## config.mk

```make
export PLATFORM = sky130hd
export DESIGN_NAME = rie_return_exec
export DESIGN_NICKNAME = d
export VERILOG_FILES = /design/src/rie_pkg.sv /design/src/rie_phase_gen.sv /design/src/rie_ret_decode.sv /design/src/rie_return_exec.sv
export SDC_FILE = /design/constraint.sdc
export NUM_CORES = 1
export LEC_CHECK = 0
export BUFFER_PORTS_ARGS = -buffer_cell sky130_fd_sc_hd__clkbuf_2
export CAP_MARGIN = 0
export CORE_MARGIN = 2
export CORE_UTILIZATION = 47
export DETAILED_ROUTE_END_ITERATION = 8
export GPL_TIMING_DRIVEN = 1
export PLACE_DENSITY_LB_ADDON = 0.3
export SLEW_MARGIN = 30
export SYNTH_ARGS = -nofsm -noshare
export SYNTH_HDL_FRONTEND = slang
export SYNTH_SLANG_ARGS = --single-unit
```

## constraint.sdc

```tcl
create_clock -name clk -period 3 [get_ports clk]
set_input_delay 0.6 -clock clk [delete_from_list [all_inputs] [get_ports clk]]
set_output_delay 0.6 -clock clk [all_outputs]
set_load 0.01 [all_outputs]
```

## src/rie_pkg.sv

```systemverilog
// rie_pkg: constants, state codes and carrier structs for the return
// instruction executor.
// assumes the core supplies 16-bit instruction words and a 21-bit pc.
`default_nettype none

package rie_pkg;

  localparam int PC_W = 21;
  localparam int DATA_W = 8;
  localparam int INSTR_W = 16;

  // return from interrupt: 0000 0000 0001 000s
  localparam logic [15:0] RFI_MASK = 16'hfffe;
  localparam logic [15:0] RFI_CODE = 16'h0010;
  // return from subroutine: 0000 0000 0001 001s
  localparam logic [15:0] RFS_MASK = 16'hfffe;
  localparam logic [15:0] RFS_CODE = 16'h0012;
  // return with literal: 0000 1100 kkkk kkkk
  localparam logic [15:0] RWL_MASK = 16'hff00;
  localparam logic [15:0] RWL_CODE = 16'h0c00;

  localparam int SEL_BIT = 0;
  localparam int LIT_LSB = 0;

  // four phases of one instruction cycle
  localparam logic [1:0] PH_Q1 = 2'h0;
  localparam logic [1:0] PH_Q3 = 2'h2;
  localparam logic [1:0] PH_Q4 = 2'h3;

  typedef enum logic [1:0] {
    RIE_KIND_NONE = 2'b00,
    RIE_KIND_RFI = 2'b01,
    RIE_KIND_RWL = 2'b10,
    RIE_KIND_RFS = 2'b11
  } rie_kind_t;

  typedef enum logic [1:0] {
    RIE_IDLE = 2'b00,
    RIE_EXEC = 2'b01,
    RIE_SLOT = 2'b10
  } rie_state_t;

  // decoded form of one instruction word
  typedef struct packed {
    rie_kind_t kind;
    logic restore;
    logic [DATA_W-1:0] literal;
  } rie_dec_t;

  // values held in the shadow copies
  typedef struct packed {
    logic [DATA_W-1:0] accumulator;
    logic [DATA_W-1:0] flags;
    logic [DATA_W-1:0] bank;
  } rie_shadow_t;

  // writes to the live registers, each with its own strobe
  typedef struct packed {
    logic acc_we;
    logic [DATA_W-1:0] acc;
    logic flags_we;
    logic [DATA_W-1:0] flags;
    logic bank_we;
    logic [DATA_W-1:0] bank;
  } rie_regwr_t;

  // stack and pc side of one return
  typedef struct packed {
    logic pop;
    logic pc_load;
    logic [PC_W-1:0] pc;
  } rie_flow_t;

  // interrupt enable set strobes
  typedef struct packed {
    logic set_high;
    logic set_low;
  } rie_ie_t;

endpackage

`default_nettype wire

```

## src/rie_phase_gen.sv

```systemverilog
// rie_phase_gen: four-phase instruction clock counter.
// assumes clk_en is high once per core phase.
`default_nettype none

module rie_phase_gen (
  input wire logic clk,
  input wire logic reset,
  input wire logic clk_en,
  output logic [1:0] phase
);

  typedef struct packed {
    logic [1:0] phase;
  } rie_ph_state_t;

  rie_ph_state_t st;
  rie_ph_state_t next_st;

  always_comb begin
    next_st = st;
    if (clk_en) begin
      next_st.phase = st.phase + 2'h1;
    end
  end

  always_ff @(posedge clk) begin
    if (reset) begin
      st <= '{phase: rie_pkg::PH_Q1};
    end else begin
      st <= next_st;
    end
  end

  assign phase = st.phase;

endmodule

`default_nettype wire

```

## src/rie_ret_decode.sv

```systemverilog
// rie_ret_decode: recognises the three return opcodes.
// assumes a stable instruction word; purely combinational.
`default_nettype none

module rie_ret_decode (
  input wire logic [rie_pkg::INSTR_W-1:0] instr,
  output rie_pkg::rie_dec_t dec
);

  always_comb begin
    dec.kind = rie_pkg::RIE_KIND_NONE;
    dec.restore = instr[rie_pkg::SEL_BIT];
    dec.literal = instr[rie_pkg::LIT_LSB +: rie_pkg::DATA_W];
    if ((instr & rie_pkg::RFI_MASK) == rie_pkg::RFI_CODE) begin
      dec.kind = rie_pkg::RIE_KIND_RFI;
    end
    else if ((instr & rie_pkg::RFS_MASK) == rie_pkg::RFS_CODE) begin
      dec.kind = rie_pkg::RIE_KIND_RFS;
    end
    else if ((instr & rie_pkg::RWL_MASK) == rie_pkg::RWL_CODE) begin
      dec.kind = rie_pkg::RIE_KIND_RWL;
    end
  end

endmodule

`default_nettype wire

```

## src/rie_return_exec.sv

```systemverilog
// rie_return_exec: executes the three return instructions of the core.
// assumes instr and instr_valid come from the core on the same clock and
// are offered in phase Q1; stack, shadow and enable logic live outside.
`default_nettype none

module rie_return_exec #(
  parameter int PC_W = rie_pkg::PC_W
) (
  input wire logic clk,
  input wire logic reset,
  input wire logic clk_en,
  input wire logic [rie_pkg::INSTR_W-1:0] instr,
  input wire logic instr_valid,
  input wire logic [PC_W-1:0] stack_top,
  input wire rie_pkg::rie_shadow_t shadow,
  input wire logic int_priority_mode,
  input wire logic return_level_high,
  output logic [1:0] phase,
  output logic busy,
  output logic nop_slot,
  output logic stack_pop,
  output logic pc_load,
  output logic [PC_W-1:0] pc_value,
  output rie_pkg::rie_regwr_t reg_write,
  output rie_pkg::rie_ie_t int_enable_set
);

  ////////////////////////////////////////////////////////////////////////
  // state

  typedef struct packed {
    rie_pkg::rie_state_t fsm;
    rie_pkg::rie_dec_t op;
    logic level_high;
    logic prio_mode;
    logic stack_pop;
    logic pc_load;
    logic [PC_W-1:0] pc;
    rie_pkg::rie_regwr_t wr;
    rie_pkg::rie_ie_t ie;
  } rie_exec_state_t;

  rie_exec_state_t st;
  rie_exec_state_t next_st;

  rie_pkg::rie_dec_t dec;
  logic q1;
  logic q3;
  logic q4;

  ////////////////////////////////////////////////////////////////////////
  // submodules

  rie_phase_gen u_phase (
    .clk(clk),
    .reset(reset),
    .clk_en(clk_en),
    .phase(phase)
  );

  rie_ret_decode u_decode (
    .instr(instr),
    .dec(dec)
  );

  assign q1 = (phase == rie_pkg::PH_Q1);
  assign q3 = (phase == rie_pkg::PH_Q3);
  assign q4 = (phase == rie_pkg::PH_Q4);

  ////////////////////////////////////////////////////////////////////////
  // next state

  always_comb begin
    next_st = st;
    if (clk_en) begin
      // strobes last exactly one enabled phase
      next_st.stack_pop = 1'b0;
      next_st.pc_load = 1'b0;
      next_st.wr.acc_we = 1'b0;
      next_st.wr.flags_we = 1'b0;
      next_st.wr.bank_we = 1'b0;
      next_st.ie.set_high = 1'b0;
      next_st.ie.set_low = 1'b0;

      unique case (st.fsm)
        rie_pkg::RIE_IDLE: begin
          if (q1 && instr_valid &&
              dec.kind != rie_pkg::RIE_KIND_NONE) begin
            next_st.fsm = rie_pkg::RIE_EXEC;
            next_st.op = dec;
            // level captured at decode so a late change mid-cycle
            // cannot flip which enable comes back
            next_st.level_high = return_level_high;
            next_st.prio_mode = int_priority_mode;
          end
        end

        rie_pkg::RIE_EXEC: begin
          // strobes raised for the Q4 phase
          if (q3) begin
            // pop and load pc from stack top
            // literal return pops the same way
            // subroutine return pops the same way
            next_st.stack_pop = 1'b1;
            next_st.pc_load = 1'b1;
            // only pc is loaded, latches keep their value
            // no latch strobe exists on this block
            next_st.pc = stack_top;

            unique case (st.op.kind)
              rie_pkg::RIE_KIND_RFI: begin
                // one enable bit: high unless priority mode with level low
                if (!st.prio_mode || st.level_high) begin
                  next_st.ie.set_high = 1'b1;
                end else begin
                  next_st.ie.set_low = 1'b1;
                end
                if (st.op.restore) begin
                  next_st.wr.acc_we = 1'b1;
                  next_st.wr.acc = shadow.accumulator;
                  next_st.wr.flags_we = 1'b1;
                  next_st.wr.flags = shadow.flags;
                  next_st.wr.bank_we = 1'b1;
                  next_st.wr.bank = shadow.bank;
                end
              end

              rie_pkg::RIE_KIND_RFS: begin
                if (st.op.restore) begin
                  next_st.wr.acc_we = 1'b1;
                  next_st.wr.acc = shadow.accumulator;
                  next_st.wr.flags_we = 1'b1;
                  next_st.wr.flags = shadow.flags;
                  next_st.wr.bank_we = 1'b1;
                  next_st.wr.bank = shadow.bank;
                end
              end

              rie_pkg::RIE_KIND_RWL: begin
                next_st.wr.acc_we = 1'b1;
                next_st.wr.acc = st.op.literal;
              end

              default: begin
                // a none code cannot reach exec; drop back safely
                next_st.stack_pop = 1'b0;
                next_st.pc_load = 1'b0;
                next_st.fsm = rie_pkg::RIE_IDLE;
              end
            endcase
          end
          // second cycle opens as a no-op
          if (q4) begin
            next_st.fsm = rie_pkg::RIE_SLOT;
          end
        end

        rie_pkg::RIE_SLOT: begin
          // whole cycle idles, then free for decode
          if (q4) begin
            next_st.fsm = rie_pkg::RIE_IDLE;
          end
        end

        default: begin
          next_st.fsm = rie_pkg::RIE_IDLE;
        end
      endcase
    end
  end

  ////////////////////////////////////////////////////////////////////////
  // registers

  always_ff @(posedge clk) begin
    if (reset) begin
      st <= '0;
    end else begin
      st <= next_st;
    end
  end

  ////////////////////////////////////////////////////////////////////////
  // outputs

  assign busy = (st.fsm != rie_pkg::RIE_IDLE);
  assign nop_slot = (st.fsm == rie_pkg::RIE_SLOT);
  assign stack_pop = st.stack_pop;
  assign pc_load = st.pc_load;
  assign pc_value = st.pc;
  assign reg_write = st.wr;
  assign int_enable_set = st.ie;

endmodule

`default_nettype wire

```

==> results.py <==
metrics = {
    "status": {
        "outcome": "finished, final reports clean",
    },
    "clock_tree": {
        "clockBufferDepth": 2,
        "cts_hold_buf": 0,
        "clk_pin_slew_ns": 0.08,
        "cts_made_buffers": 9,
        "root_buffer": "clkbuf_8",
        "cts_sinks": 66,
        "cts_max_level": 3,
        "clkLatencyLatePin_ns": 0.34,
        "cts_tree": "built",
        "cts_resized": 0,
        "post_cts_buffers": 0,
    },
    "die": {
        "die_h_um": 84.2,
        "die_area_um2": 7080,
        "chipWidth_um": 84.2,
        "initial_utilization_pct": 48.1,
        "core_um2": 6280,
        "core.rowCount": 29,
        "num_io_pins": 123,
    },
    "finish": {
        "antenna_cells": 0,
        "nets": 498,
        "layout-drive-gt1-share_pct": 34.4,
        "fill_cells": 611,
        "area_delta_synth_final_pct": 14.2,
        "fin_util_pct": 55.0,
        "multiInputGateArea_um2": 1180,
        "seqCellArea_um2": 1320,
        "post-route-cell-area_um2": 3450,
        "instances_no_fill": 510,
    },
    "worst_setup_path": {
        "worstSetupPathType": "register to register",
        "reg2reg_from": "u_phase.phase[0]$_SDFFE_PP0P_",
        "endpoint_kind": "register",
        "critPathLaunchType": "register",
        "r2r_cells": 6,
        "crit_start": "u_phase.phase[0]$_SDFFE_PP0P_",
        "critPathArrivalTime_ns": 2.29,
        "crit_required_ns": 3.25,
        "critPathMaxFanout": 23,
    },
    "worst_hold_path": {
        "hold_path_depth": 2,
        "hold_class": "register to register",
        "hold_path.startpoint": "pc_value[0]$_SDFFE_PP0P_",
    },
    "drt": {
        "post_drt_wl_per_cell_um": 12.4,
        "drc": 0,
        "dr.pass1.iters": 4,
        "drt_wl_total_um": 6350,
        "num_vias": 2513,
        "drt_iter0_markers": 140,
        "drtAntennaViolNets": 0,
        "viasPerCell": 4.93,
    },
    "sta": {
        "fmax_mhz": 490,
        "setup_viol_count_final": 0,
        "clock_skew_ns": 0.0104,
        "setup_tns_ns": 0,
        "worst_slack_ns": 0.961,
        "post-route-min-period_ns": 2.04,
        "holdWs_ns": 0.453,
        "hold_violations": 0,
        "maxSlewHeadroom_pct": 60.8,
        "slew_viol_final": 0,
        "worstMarginPinSlew_ns": 0.589,
        "fin_crit_sh_pct": 68.0,
        "rsz0062_at_grt": "no",
    },
    "logic_synthesis": {
        "ys_seq_elements": 66,
        "netlist_top_cells_count": "78 x nand2_1, 66 x dfxtp_1, 54 x buf_4",
        "yosys-top-cells-area": "dfxtp_1 44%, buf_4 13%, nand2_1 9.7%",
        "synth_top_area_cell": "dfxtp_1",
        "synthArstFlopShare_pct": 0,
        "avgSynthCellArea_um2": 8.28,
        "synth_top_area_share_pct": 43.7,
        "syn_area_um2": 3020,
        "yosysMostFrequentCell": "nand2_1",
        "synth_cell_types": 43,
        "synth_nets": 435,
        "synth-seq-area-share_pct": 43.7,
        "yosysWarnings": 0,
        "synthCells": 365,
        "ys.flop_type": "dfxtp_1",
        "synth_enable_flop_cells": 0,
    },
    "global_route": {
        "antenna_found_initial": 0,
        "grt_first_pass_wirelength_um": 10500,
        "grt_max_degree": 56,
        "grt_usage_pct": 18.3,
        "grt_overflow": 0,
        "grt_pass1_vias": 2313,
    },
    "placement": {
        "dp_slack_ns": 0.766,
        "gp_congestion": 0.797,
        "placed_cell_area_um2": 3260,
        "portBuffers": 122,
        "dp_hpwl_um": 4530,
        "dp_cells": 494,
    },
    "power": {
        "power-per-cell-area_nw_per_um2": 486,
        "leakage_nw": 1.46,
        "p_total_mw": 1.68,
        "max-vdd-ir-drop_uv": 249,
    },
    "flow_run": {
        "cap_violations": 0,
    },
}
[cell usage in the layout (no fill, tap or decap), types with 3 or more instances in the layout]
cell,n
nand2_1,78
dfxtp_1,66
o21ai_0,3
clkbuf_8,9
buf_4,4
a211oi_1,8
a32oi_1,8
nor2_1,17
ha_1,3
or3b_1,10
clkinv_2,4
inv_1,6
a21oi_1,53
o21ai_1,10
clkbuf_2,122
[layout make-up]
cell class                      count  share of cell area (%)
Inverter                            7                   0.762
Timing Repair Buffer              126                    18.6
Multi-Input combinational cell    218                    34.2
Tap cell                           77                    2.79
Clock inverter                      6                    1.67
Clock buffer                       10                    3.70
Sequential cell                    66                    38.3
[worst paths after layout]
check | to | slack [ns]
setup / recovery | st[63]$_SDFFE_PP0P_ | 0.96
hold / removal | pc_value[0]$_SDFFE_PP0P_ | 0.45
setup reg to reg | st[63]$_SDFFE_PP0P_ | 0.96
hold reg to reg | pc_value[0]$_SDFFE_PP0P_ | 0.45
[layer usage]
layer	vias to the layer above	routed length [um]	global-route usage, %
met5	-	0	0
met4	0	116	9.38
met3	10	459	4.33
met2	85	2870	27.8
met1	1114	2900	24.3
li1	1304	-	-
[power by group]
group,switching [mW],internal (mW),total [mW]
logic,0.0442,0.0445,0.0887
clock network,0.327,0.378,0.705
registers,0.00337,0.879,0.882
[flip-flops by register name, indices dropped and copies added, names as in the netlist]
| register | count |
|---|---|
| int_enable_set | 2 |
| pc_value | 21 |
| reg_write | 26 |
| st | 14 |
| stack_pop | 1 |
| u_phase.phase | 2 |
[worst max-delay path: stages (launching register included)]
cell and delay [ns]:
dfxtp_1 0.35, inv_1 0.10, ha_1 0.15, and4bb_1 0.22
nand4_2 0.43, or4_1 0.63, o31ai_1 0.07
[logic make-up (layout without fill, tap and decap cells)]
logic type,after synthesis,in the layout,synth area share (%)
XOR/XNOR,1,1,0.290
adder cells (fa/ha/maj),3,3,1.24
AO/OA/AOI/OAI,88,88,16.8
multiplexers,2,2,0.663
AND/OR/NAND/NOR,124,124,20.1
buffers and inverters,81,149,17.2
flip-flops,66,66,43.7
(Power assumes the default switching activity.)
